### config.mk
export PLATFORM = sky130hd
export DESIGN_NAME = dcs_ddr2_state
export DESIGN_NICKNAME = d
export VERILOG_FILES = /design/src/hdl/dcs_pkg.sv /design/src/hdl/dcs_ddr2_state.sv /design/src/hdl/dcs_cmd_decode.sv
export SDC_FILE = /design/constraint.sdc
export NUM_CORES = 1
export LEC_CHECK = 0
export ABC_AREA = 1
export ABC_CLOCK_PERIOD_IN_PS = 1900
export BUFFER_PORTS_ARGS = -buffer_cell sky130_fd_sc_hd__buf_2
export CAP_MARGIN = 40
export CORE_MARGIN = 4
export CORE_UTILIZATION = 48
export CTS_CLUSTER_DIAMETER = 80
export DETAILED_ROUTE_END_ITERATION = 10
export PLACE_DENSITY = 0.76
export SYNTH_ARGS = -nofsm -noshare
export SYNTH_HDL_FRONTEND = slang
export SYNTH_SLANG_ARGS = --single-unit
### constraint.sdc
create_clock -name pclk -period 1.9 [get_ports pclk]
set_clock_uncertainty 0.15 [all_clocks]
set_input_delay 0.19 -clock pclk [delete_from_list [all_inputs] [get_ports pclk]]
set_output_delay 0.19 -clock pclk [all_outputs]
set_load 0.1 [all_outputs]
### src/hdl/dcs_pkg.sv
// Shared constants and types for the DDR2 command and state logic
package dcs_pkg;

    // APB register map
    localparam int APB_AW = 8;
    localparam logic [APB_AW-1:0] REG_CTRL = 8'h00;
    localparam logic [APB_AW-1:0] REG_STATUS = 8'h04;
    localparam logic [APB_AW-1:0] REG_MODE = 8'h08;

    // Register fields and reset values
    localparam int CTRL_ODT_ALLOW_BIT = 0;
    localparam logic CTRL_ODT_ALLOW_RESET = 1'b1;
    localparam int STATUS_ILLEGAL_BIT = 4;

    // Pin bus widths and bank count
    localparam int BANK_W = 3;
    localparam int NUM_BANKS = 8;
    localparam int ADDR_W = 14;

    // Address bit meanings
    localparam int AUTO_PRECHARGE_BIT = 10;
    localparam int EMR1_RTT_LO_BIT = 2;
    localparam int EMR1_RTT_HI_BIT = 6;
    localparam int BL_FIELD_MSB = 2;

    // Mode register selection and burst length codes
    localparam logic [BANK_W-1:0] MR_SEL_MODE = 3'h0;
    localparam logic [BANK_W-1:0] MR_SEL_EMR1 = 3'h1;
    localparam logic [2:0] BL_CODE_4 = 3'h2;
    localparam logic [2:0] BL_CODE_8 = 3'h3;

    // Last beat index of a burst, both clock edges counted
    localparam logic [2:0] BURST4_LAST = 3'h3;
    localparam logic [2:0] BURST8_LAST = 3'h7;

    // Self refresh exit read delay, in input clocks
    localparam logic [7:0] SELF_REFRESH_EXIT_READ_DELAY = 8'hc8;

    typedef enum logic [2:0]
    {
        CMD_DESELECT,
        CMD_NOP,
        CMD_READ,
        CMD_WRITE,
        CMD_ACTIVATE,
        CMD_PRECHARGE,
        CMD_REFRESH,
        CMD_MODE_SET
    } dcs_cmd_t;

    typedef enum logic [2:0]
    {
        ST_IDLE,
        ST_ACTIVE,
        ST_READ,
        ST_WRITE,
        ST_PD_PRECHARGE,
        ST_PD_ACTIVE,
        ST_SELF_REFRESH
    } dcs_state_t;

endpackage

### src/hdl/dcs_ddr2_state.sv
// DDR2 device command decode, clock enable state machine and register slave
//
// Our own choices: the placing of the registers and the APB interface to the registers.
`timescale 1ns/10ps
module dcs_ddr2_state
(
    // Clock and reset
    input wire logic pclk,
    input wire logic presetn,
    // APB slave
    input wire logic [dcs_pkg::APB_AW-1:0] paddr,
    input wire logic psel,
    input wire logic penable,
    input wire logic pwrite,
    input wire logic [31:0] pwdata,
    output logic [31:0] prdata,
    output logic pready,
    output logic pslverr,
    // Memory pins from the controller
    input wire logic ck,
    input wire logic cke,
    input wire logic cs_n,
    input wire logic ras_n,
    input wire logic cas_n,
    input wire logic we_n,
    input wire logic [dcs_pkg::BANK_W-1:0] ba,
    input wire logic [dcs_pkg::ADDR_W-1:0] addr,
    input wire logic odt,
    input wire logic dm,
    // Array side results
    output logic wr_beat_write,
    output logic wr_beat_masked,
    output logic rd_beat,
    output logic termination_on
);
    import dcs_pkg::*;

    localparam int PIN_W = 8 + BANK_W + ADDR_W;

    // Pin synchronisers; all pins are foreign to pclk
    logic [PIN_W-1:0] pin_meta;
    logic [PIN_W-1:0] pin_sync;
    logic ck_d;
    wire [PIN_W-1:0] pin_raw = {ck, cke, cs_n, ras_n, cas_n, we_n, odt, dm, ba, addr};
    wire ck_s = pin_sync[PIN_W-1];
    wire cke_s = pin_sync[PIN_W-2];
    wire odt_s = pin_sync[PIN_W-7];
    wire dm_s = pin_sync[PIN_W-8];
    wire [BANK_W-1:0] ba_s = pin_sync[ADDR_W+BANK_W-1:ADDR_W];
    wire [ADDR_W-1:0] addr_s = pin_sync[ADDR_W-1:0];

    always_ff @(posedge pclk or negedge presetn)
    begin
        if (!presetn)
        begin
            pin_meta <= '0;
            pin_sync <= '0;
            ck_d <= 1'b0;
        end
        else
        begin
            pin_meta <= pin_raw;
            pin_sync <= pin_meta;
            ck_d <= ck_s;
        end
    end

    // Commands only count at input clock rise; beats at either edge
    wire cmd_edge = ck_s & ~ck_d;
    wire beat_edge = ck_s ^ ck_d;

    dcs_cmd_t cmd;

    dcs_cmd_decode u_decode
    (
        .cs_n(pin_sync[PIN_W-3]),
        .ras_n(pin_sync[PIN_W-4]),
        .cas_n(pin_sync[PIN_W-5]),
        .we_n(pin_sync[PIN_W-6]),
        .cmd(cmd)
    );

    // Core state
    dcs_state_t state;
    dcs_state_t next_state;
    logic [NUM_BANKS-1:0] banks;
    logic [NUM_BANKS-1:0] next_banks;
    logic cke_prev;
    logic [2:0] beat_cnt;
    logic burst_ap;
    logic [BANK_W-1:0] burst_bank;
    logic next_burst_ap;
    logic [BANK_W-1:0] next_burst_bank;
    logic start_burst;
    logic illegal_evt;
    logic bl8;
    logic rtt_en;
    logic odt_allow;
    logic illegal;
    logic [7:0] sr_wait;

    wire [NUM_BANKS-1:0] bank_bit = NUM_BANKS'(1) << ba_s;
    wire [NUM_BANKS-1:0] burst_bit = NUM_BANKS'(1) << burst_bank;
    wire bank_open = |(banks & bank_bit);
    wire ap_flag = addr_s[AUTO_PRECHARGE_BIT];
    wire nop_like = (cmd == CMD_NOP) || (cmd == CMD_DESELECT);
    wire cke_fall = cke_prev & ~cke_s;
    wire cke_rise = ~cke_prev & cke_s;
    wire cke_high = cke_prev & cke_s;
    wire sr_busy = |sr_wait;
    wire in_burst = (state == ST_READ) || (state == ST_WRITE);
    wire burst_done = in_burst && beat_edge && (beat_cnt == (bl8 ? BURST8_LAST : BURST4_LAST));
    wire same_cmd = (state == ST_READ) ? (cmd == CMD_READ) : (cmd == CMD_WRITE);
    // A burst with auto-precharge closes its bank on completion
    wire [NUM_BANKS-1:0] end_banks = burst_ap ? (banks & ~burst_bit) : banks;
    wire dcs_state_t end_state = (|end_banks) ? ST_ACTIVE : ST_IDLE;
    wire [NUM_BANKS-1:0] pre_banks = ap_flag ? '0 : (banks & ~bank_bit);

    always_comb
    begin
        next_state = state;
        next_banks = banks;
        next_burst_ap = burst_ap;
        next_burst_bank = burst_bank;
        start_burst = 1'b0;
        illegal_evt = 1'b0;
        if (!cmd_edge)
        begin
            // Exit needs only the enable level, not an input clock edge
            if (state == ST_SELF_REFRESH && cke_s)
                next_state = ST_IDLE;
            else if (burst_done)
            begin
                next_state = end_state;
                next_banks = end_banks;
            end
        end
        else
        begin
            unique case (state)
                ST_IDLE:
                begin
                    if (cke_fall)
                    begin
                        if (nop_like)
                            next_state = ST_PD_PRECHARGE;
                        else if (cmd == CMD_REFRESH)
                            next_state = ST_SELF_REFRESH;
                        else
                            illegal_evt = 1'b1;
                    end
                    else if (!cke_prev)
                        illegal_evt = !cke_rise || !nop_like;
                    else if (cmd == CMD_ACTIVATE)
                    begin
                        next_banks = banks | bank_bit;
                        next_state = ST_ACTIVE;
                    end
                    else if (cmd == CMD_READ || cmd == CMD_WRITE)
                        illegal_evt = 1'b1;
                end
                ST_ACTIVE:
                begin
                    if (cke_fall)
                    begin
                        if (nop_like)
                            next_state = ST_PD_ACTIVE;
                        else
                            illegal_evt = 1'b1;
                    end
                    else if (!cke_prev)
                        illegal_evt = !cke_rise || !nop_like;
                    else if (cmd == CMD_READ || cmd == CMD_WRITE)
                    begin
                        if (!bank_open || (cmd == CMD_READ && sr_busy))
                            illegal_evt = 1'b1;
                        else
                        begin
                            next_state = (cmd == CMD_READ) ? ST_READ : ST_WRITE;
                            start_burst = 1'b1;
                            next_burst_ap = ap_flag;
                            next_burst_bank = ba_s;
                        end
                    end
                    else if (cmd == CMD_ACTIVATE)
                    begin
                        if (bank_open)
                            illegal_evt = 1'b1;
                        else
                            next_banks = banks | bank_bit;
                    end
                    else if (cmd == CMD_PRECHARGE)
                    begin
                        next_banks = pre_banks;
                        next_state = (|pre_banks) ? ST_ACTIVE : ST_IDLE;
                    end
                    else if (!nop_like)
                        illegal_evt = 1'b1;
                end
                ST_READ, ST_WRITE:
                begin
                    // Short bursts cannot be cut, long ones restart
                    if (same_cmd && cke_high && bl8 && bank_open)
                    begin
                        start_burst = 1'b1;
                        next_burst_ap = ap_flag;
                        next_burst_bank = ba_s;
                    end
                    else
                    begin
                        illegal_evt = !nop_like || !cke_high;
                        if (burst_done)
                        begin
                            next_state = end_state;
                            next_banks = end_banks;
                        end
                    end
                end
                ST_PD_PRECHARGE, ST_PD_ACTIVE:
                begin
                    if (cke_s)
                    begin
                        next_state = (state == ST_PD_ACTIVE) ? ST_ACTIVE : ST_IDLE;
                        illegal_evt = !nop_like;
                    end
                end
                ST_SELF_REFRESH:
                begin
                    if (cke_s)
                        next_state = ST_IDLE;
                end
            endcase
        end
    end

    always_ff @(posedge pclk or negedge presetn)
    begin
        if (!presetn)
        begin
            state <= ST_IDLE;
            banks <= '0;
            burst_ap <= 1'b0;
            burst_bank <= '0;
            cke_prev <= 1'b0;
        end
        else
        begin
            state <= next_state;
            banks <= next_banks;
            burst_ap <= next_burst_ap;
            burst_bank <= next_burst_bank;
            if (cmd_edge)
                cke_prev <= cke_s;
        end
    end

    // Beat counter restarts on every accepted burst command
    always_ff @(posedge pclk or negedge presetn)
    begin
        if (!presetn)
            beat_cnt <= '0;
        else if (start_burst)
            beat_cnt <= '0;
        else if (in_burst && beat_edge)
            beat_cnt <= beat_cnt + 3'h1;
    end

    // Read lockout after self refresh exit, counted in input clocks
    always_ff @(posedge pclk or negedge presetn)
    begin
        if (!presetn)
            sr_wait <= '0;
        else if (state == ST_SELF_REFRESH && next_state == ST_IDLE)
            sr_wait <= SELF_REFRESH_EXIT_READ_DELAY;
        else if (cmd_edge && sr_busy)
            sr_wait <= sr_wait - 8'h01;
    end

    // Mode register capture
    wire mode_set = cmd_edge && state == ST_IDLE && cke_high && cmd == CMD_MODE_SET;
    wire [2:0] bl_code = addr_s[BL_FIELD_MSB:0];

    always_ff @(posedge pclk or negedge presetn)
    begin
        if (!presetn)
        begin
            bl8 <= 1'b0;
            rtt_en <= 1'b0;
        end
        else if (mode_set && ba_s == MR_SEL_MODE && (bl_code == BL_CODE_4 || bl_code == BL_CODE_8))
            bl8 <= (bl_code == BL_CODE_8);
        else if (mode_set && ba_s == MR_SEL_EMR1)
            rtt_en <= addr_s[EMR1_RTT_LO_BIT] | addr_s[EMR1_RTT_HI_BIT];
    end

    // Data path strobes; mask is taken with its own beat
    always_ff @(posedge pclk or negedge presetn)
    begin
        if (!presetn)
        begin
            wr_beat_write <= 1'b0;
            wr_beat_masked <= 1'b0;
            rd_beat <= 1'b0;
            termination_on <= 1'b0;
        end
        else
        begin
            wr_beat_write <= state == ST_WRITE && beat_edge && !start_burst && !dm_s;
            wr_beat_masked <= state == ST_WRITE && beat_edge && !start_burst && dm_s;
            rd_beat <= state == ST_READ && beat_edge && !start_burst;
            termination_on <= odt_s && rtt_en && odt_allow && state != ST_SELF_REFRESH;
        end
    end

    // APB slave, zero wait states
    wire sel_ctrl = paddr == REG_CTRL;
    wire sel_status = paddr == REG_STATUS;
    wire sel_mode = paddr == REG_MODE;
    wire mapped = sel_ctrl | sel_status | sel_mode;
    wire wr_en = psel & penable & pwrite;
    wire illegal_clr = wr_en & sel_status & pwdata[STATUS_ILLEGAL_BIT];
    wire [31:0] ctrl_word = {31'h0, odt_allow};
    wire [31:0] status_word = {15'h0, bl8, banks, 2'h0, sr_busy, illegal, 1'h0, state};
    wire [31:0] mode_word = {30'h0, rtt_en, bl8};
    wire [31:0] rd_mux = sel_ctrl ? ctrl_word : sel_status ? status_word : sel_mode ? mode_word : 32'h0;

    assign pready = 1'b1;
    assign pslverr = psel & penable & ~mapped;

    always_ff @(posedge pclk or negedge presetn)
    begin
        if (!presetn)
        begin
            prdata <= '0;
            odt_allow <= CTRL_ODT_ALLOW_RESET;
            illegal <= 1'b0;
        end
        else
        begin
            if (psel && !penable && !pwrite)
                prdata <= rd_mux;
            if (wr_en && sel_ctrl)
                odt_allow <= pwdata[CTRL_ODT_ALLOW_BIT];
            // A new event wins over a clear in the same cycle
            illegal <= illegal_evt | (illegal & ~illegal_clr);
        end
    end

endmodule

### src/hdl/dcs_cmd_decode.sv
// Command decoder for the chip select and strobe pins
`timescale 1ns/10ps
module dcs_cmd_decode
(
    // Sampled control pins
    input wire logic cs_n,
    input wire logic ras_n,
    input wire logic cas_n,
    input wire logic we_n,
    // Decoded command
    output dcs_pkg::dcs_cmd_t cmd
);
    import dcs_pkg::*;

    wire [2:0] strobes = {ras_n, cas_n, we_n};

    assign cmd = cs_n ? CMD_DESELECT :
        (strobes == 3'h7) ? CMD_NOP :
        (strobes == 3'h5) ? CMD_READ :
        (strobes == 3'h4) ? CMD_WRITE :
        (strobes == 3'h3) ? CMD_ACTIVATE :
        (strobes == 3'h2) ? CMD_PRECHARGE :
        (strobes == 3'h1) ? CMD_REFRESH : CMD_MODE_SET;

endmodule

==> impl_metrics.toml, run 1 <==
[final_layout]
final.fill_count = 696
multi_input_area_sq_mm = 0.00216
final_common_cell = "nand2_1"
syn2layout_area_growth_pct = 36.1
final_cell_mix = "nand2_1 (121), dfrtp_1 (74), buf_4 (74)"
final_cell_count_no_fill = 807
layout-drive-gt1-share_pct = 34.6
final_net_count = 768
regArea_sq_mm = 0.00206
n_antenna_cell = 0

[run]
maxCapViolCount = 0

[global_route]
grt_pass1_wl_microns = 18800
grt_use_met3_pct = 5.30
antenna_found_initial = 0
grt_max_degree = 42
grt-busiest-layer = "met2"
grt_pass1_vias = 4060
grt.total_usage_pct = 23.0
grt_use_met1_pct = 27.3
grtUsageMet2_pct = 39.9
grt_overflow_total = 0

[floorplan]
start_util_pct = 49.6
core_area_sq_mm = 0.00876
dieArea_sq_mm = 0.0106
rows = 34
io_pins = 108
fp.dieH_microns = 103
die_w_microns = 103

[yosys]
syn_area_sq_mm = 0.00435
syn_area_per_cell_sq_um = 7.96
ys_ff_latch = 82
muxShareOfSynthArea_pct = 0
yosys_most_used_dff = "dfrtp_1"
synth_seq_area_share_pct = 47.2
synth-xor-area-share_pct = 0.604
synth-adder-area-share_pct = 1.15
syn_inst = 546
synth-compound-area-share_pct = 12.9
synth_top_family_by_area = "simple AND/OR/NAND/NOR gates"
synth-simple-area-share_pct = 26.8
async_reset_ff_share_pct = 100
synth_cell_types = 41
yosys_warnings = 0
synth_edf_count = 0

[drt]
final_antenna_net_count = 0
drc = 0
num_vias = 4229
vias_per_cell = 5.24
drt_iter0_drc = 247
drtPass1Iterations = 4
post_drt_wl_per_cell_microns = 15.1
totalWireLength_microns = 12100

[setup_path]
path_class = "register to register"
cp_num_buf_inv = 1
cp_slowest_stage_delay_ns = 0.48
cp.required_ns = 2.00
worst_setup_path_end_kind = "register"
path_delay_family = "simple AND/OR/NAND/NOR gates"
crit_fanout = 6
arrival_ns = 2.01
cp_slowest_cell = "dfrtp_2"
path_cells = "nor2_4, nand3_2, nand2_1, nor2_2, nand2_4, nand3_4, nor2_2, nand2_2, nand2_4, nand2_8, inv_4, nor2_1"
cp-start-kind = "register"

[worst_hold_path]
hold_path_class = "input port to register"

[timing]
holdWs_ns = 0.0675
hold_violations = 0
rsz0062_at_grt = "yes"
min_period_ns = 1.91
finalCritPeriodShare_pct = 100
slew_violations = 0
finalSetupViolCount = 4
tns_ns = -0.0166
fmax_mhz = 524
setup_slack_ns = -0.00754

[placed_design]
place_inst = 750
gp_congestion = 0.969
pre_cts_ws_ns = -0.121
hpwl_microns = 8340
numPortBuffers = 49

[pwr]
power_density_mw_per_mm2 = 1050
irDropWorstVdd_v = 0.000486
total_power_mw = 6.24
leakage_nw = 3.00

[status]
status = "finished, violations left"
violations = "setup timing"

[clocking]
cts_tree = "built"
clockBufferDepth = 2
numCtsBuffers = 9
clock-sinks = 82
insertion_delay_ns = 0.37
clk_pin_slew_worst_paths_ns = 0.10
cts_root_buf = "clkbuf_8"
cts_max_level = 3
## through the flow
| step | util (%) | instance area (sq um) |
|---|---|---|
| global placement | 58.2 | 5100 |
| finish | 67.5 | 5920 |
| CTS | 64.2 | 5620 |
| floorplan | - | 4450 |
| global route | 67.5 | 5920 |
| detailed placement | 58.2 | 5100 |
## cells by family after synthesis
group                      Yosys count
DFF                                 82
buffers and inverters               98
xor gates and xnor gates             3
other                                2
AOI/OAI and AO/OA                   99
adders and majority gates            4
and+or+nand+nor                    258
## area by class of cell
type / instances / share of cell area (%)
Inverter: 68 / 4.38
Multi-Input combinational cell: 384 / 36.5
Tap cell: 108 / 2.28
Clock buffer: 9 / 2.09
Sequential cell: 82 / 34.8
Clock inverter: 7 / 1.04
Timing Repair Buffer: 149 / 18.9
## state kept, by name, summed over array words and instances (netlist names), 3 cells and up
register    count
pin_meta       16
pin_sync       16
prdata         14
banks           8
sr_wait         8
beat_cnt        3
burst_bank      3
state           3
## final timing paths
kind                                        start                       to  slack, ns  depth (start not counted)
min                                      paddr[2]        illegal$_DFF_PN0_       0.07                          4
max in group asynchronous                 presetn       state[2]$_DFF_PN0_       0.94                          3
min in group asynchronous                 presetn    prdata[1]$_DFFE_PN0P_       0.10                          2
max                        pin_sync[14]$_DFF_PN0_  beat_cnt[0]$_DFFE_PN0P_     -0.008                         12
max reg2reg                pin_sync[14]$_DFF_PN0_  beat_cnt[0]$_DFFE_PN0P_     -0.008                         12
min reg2reg                pin_meta[19]$_DFF_PN0_   pin_sync[19]$_DFF_PN0_       0.21                          0
## power by group
part	switching [mW]	internal [mW]	leakage, nW
Clock	0.715	0.497	0.0884
Combinational	1.72	1.09	1.89
Sequential	0.221	1.99	1.02
Total	2.65	3.58	3.00
## cell usage after synthesis (5+ instances only)
library cell,n,area [sq um]
a21oi_1,23,115
buf_4,19,143
buf_6,5,56.3
dfrtp_1,81,2030
inv_1,58,218
inv_2,9,33.8
nand2_1,136,510
nand2_2,5,31.3
nand3_1,41,205
nand4_1,10,62.6
nor2_1,45,169
o21ai_0,45,225
o21ai_1,6,30.0
o21ai_2,7,61.3
## what timing repair did
action | CTS | global route
hold buffers | 21 | 0
pin swaps | 8 | 12
cloned | 1 | 1
hold endpoints to repair | 101 | 0
setup buffers | 10 | 8
resized for setup | 22 | 55
setup endpoints to repair | 21 | 27
## worst register-to-register path: stages, from the launching register on
cell and delay (ns):
dfrtp_2 0.48, nor2_4 0.16, nand3_2 0.08, nand2_1 0.11, nor2_2 0.08, nand2_4 0.11, nand3_4 0.08, nor2_2 0.12
nand2_2 0.09, nand2_4 0.12, nand2_8 0.08, inv_4 0.09, nor2_1 0.05
## routing by layer
| layer | wire (microns) | vias to the layer above |
|---|---|---|
| li1 | - | 2045 |
| met1 | 4850 | 2002 |
| met2 | 6180 | 142 |
| met3 | 704 | 40 |
| met5 | 0 | - |
| met4 | 413 | 0 |
Note: power is estimated with default switching activity, not from simulation.
==> run 2, diff against run 1 <==
--- a/config.mk
+++ b/config.mk
@@ -6,14 +6,14 @@
 export NUM_CORES = 1
 export LEC_CHECK = 0
 export ABC_AREA = 1
-export ABC_CLOCK_PERIOD_IN_PS = 1900
+export ABC_CLOCK_PERIOD_IN_PS = 2300
 export BUFFER_PORTS_ARGS = -buffer_cell sky130_fd_sc_hd__buf_2
 export CAP_MARGIN = 40
 export CORE_MARGIN = 4
-export CORE_UTILIZATION = 48
+export CORE_UTILIZATION = 55
 export CTS_CLUSTER_DIAMETER = 80
 export DETAILED_ROUTE_END_ITERATION = 10
-export PLACE_DENSITY = 0.76
+export PLACE_DENSITY = 0.82
 export SYNTH_ARGS = -nofsm -noshare
 export SYNTH_HDL_FRONTEND = slang
 export SYNTH_SLANG_ARGS = --single-unit
==> constraint.sdc (replaced) <==
create_clock -name pclk -period 2.3 [get_ports pclk]
set_clock_uncertainty 0.15 [all_clocks]
set_input_delay 0.23 -clock pclk [delete_from_list [all_inputs] [get_ports pclk]]
set_output_delay 0.23 -clock pclk [all_outputs]
set_load 0.1 [all_outputs]
==> run 2 against run 1 <==
  * The flow now finishes without violations
  * Final cell count decreased by 9.2%
  * Clock power about the same
  * Sequential share of layout area is 5.2 points higher
  * Core utilization decreased by 0.82 points
  * Flip-flop and latch count stayed put
  * Fmax decreased by 12%
  * Worst setup slack improved by 0.15 ns
  * Cell area shrank 13%
  * Non-clock buffer count shrank 67
  * Critical endpoint is now rd_beat$_DFF_PN0_
  * Largest cell class is now sequential cells
  * Largest power group is now sequential cells
==> impl_metrics.toml, run 2 (same netlist as run 1, synthesis figures left out) <==
[final_layout]
top_regs = "pin_meta (16), pin_sync (16), prdata (14)"
syn2layout_area_growth_pct = 18.0
n_antenna_cell = 0
layout-drive-gt1-share_pct = 19.0
fin_area_sq_mm = 0.00513
final_common_cell = "nand2_1"
final_net_count = 700
final.fill_count = 669
final_cell_mix = "nand2_1 (135), dfrtp_1 (81), inv_1 (58)"

[global_route]
grt_pass1_vias = 3894
grt_max_degree = 44
grt.total_usage_pct = 23.1
antenna_found_initial = 0
grt_overflow_total = 0
grt_pass1_wl_microns = 17800

[placed_design]
numPortBuffers = 49
hpwl_microns = 7730
gp_congestion = 0.930
postPlaceCellArea_sq_mm = 0.00471

[setup_path]
path_class = "register to register"
rrSetupSlack_ns = 0.14
crit_path_start = "pin_sync[15]$_DFF_PN0_"
worst_setup_path_end_kind = "register"
ff2ff_path_depth = 12
crit_fanout = 10
r2r_end = "rd_beat$_DFF_PN0_"
arrival_ns = 2.25
r2r_start = "pin_sync[15]$_DFF_PN0_"
cp-start-kind = "register"
cp.required_ns = 2.39

[floorplan]
fp.dieH_microns = 96.9
dieArea_sq_mm = 0.00939
start_util_pct = 56.6
die_w_microns = 96.9
io_pins = 108
rows = 32
core_area_sq_mm = 0.00769

[pwr]
power_density_mw_per_mm2 = 922
irDropWorstVdd_v = 0.000518
total_power_mw = 4.73
leakage_nw = 2.65

[timing]
slew_violations = 0
tightest_slew_ns = 0.547
finalCritPeriodShare_pct = 93.9
fmax_mhz = 463
finalSetupViolCount = 0
min_period_ns = 2.16
tns_ns = 0
hold_violations = 0
rsz0062_at_grt = "no"
relSlewSlack_pct = 63.5

[clocking]
cts_tree = "built"
cts_root_buf = "clkbuf_8"
clk_pin_slew_worst_paths_ns = 0.09
clock-sinks = 82
cts_max_level = 3
numCtsBuffers = 9
insertion_delay_ns = 0.35
post-cts-setup-buffers = 0
clockBufferDepth = 2

[worst_hold_path]
min-delay-start = "pwrite"
hold_path_class = "input port to register"
hold_path_depth = 4
hold_path_end = "prdata[4]$_DFFE_PN0P_"

[run]
maxCapViolCount = 0

[drt]
drc = 0
vias_per_cell = 5.31
post_drt_wl_per_cell_microns = 14.0
num_vias = 3890
drtPass1Iterations = 5
totalWireLength_microns = 10300
final_antenna_net_count = 0
drt_iter0_drc = 279

[status]
status = "complete, no violations"
-- run 2: per-layer routing --
layer | vias to the layer above | wire [microns] | track usage, %
met5 | - | 0 | 0
met4 | 0 | 244 | 8.75
met3 | 21 | 610 | 5.26
met2 | 136 | 4880 | 37.3
met1 | 1821 | 4540 | 30.5
li1 | 1912 | - | -
-- run 2: area by class of cell --
cell class	instances	area (sq um)	share of cell area [%]
Sequential cell	82	2050	40.0
Clock buffer	11	151	2.95
Inverter	68	256	5.00
Timing Repair Buffer	82	553	10.8
Multi-Input combinational cell	383	1900	37.1
Clock inverter	5	85.1	1.66
Tap cell	102	128	2.49
-- run 2: power by group --
part           switching (mW)  internal [mW]
sequential              0.205           1.64
combinational            1.14          0.555
clock                   0.510          0.676
-- run 2: how the worst max path moves through the flow --
| stage | end | slack, ns | depth (start not counted) |
|---|---|---|---|
| finish | rd_beat$_DFF_PN0_ | 0.14 | 12 |
| global route | state[0]$_DFF_PN0_ | 0.0006 | 14 |
| CTS | banks[3]$_DFFE_PN0P_ | 0.09 | 10 |
| detailed placement | banks[3]$_DFFE_PN0P_ | 0.10 | 10 |
| global placement | banks[1]$_DFFE_PN0P_ | 0.17 | 10 |
| floorplan | pslverr | 0.13 | 6 |
-- run 2: what timing repair did --
action / 4_1_cts / 5_1_grt
setup endpoints to repair: 0 / 8
endpoints found under the hold margin: 55 / 0
hold buffers: 18 / 0
gates resized for setup: 0 / 2
-- run 2: metrics by stage --
stage	setup WS [ns]	util, %	cells	hold slack, ns
3_3_place_gp	0.171	61.2	699	0.0838
3_5_place_dp	0.105	61.2	699	0.0902
5_1_grt	0.000618	66.7	733	0.0695
4_1_cts	0.0914	66.6	733	0.0308
2_1_floorplan	0.135	-	563	-0.216
6_report	0.140	66.7	733	0.0456
-- run 2: critical path: stages (launching register included) --
cell	delay, ns
dfrtp_1	0.51
nor2_1	0.29
nand3_1	0.12
nand2_1	0.08
nor2_1	0.06
nand2_2	0.12
nand3_1	0.13
nor2_1	0.12
nand2_1	0.09
nand2_1	0.11
nand2_4	0.12
inv_2	0.11
nor2_1	0.05
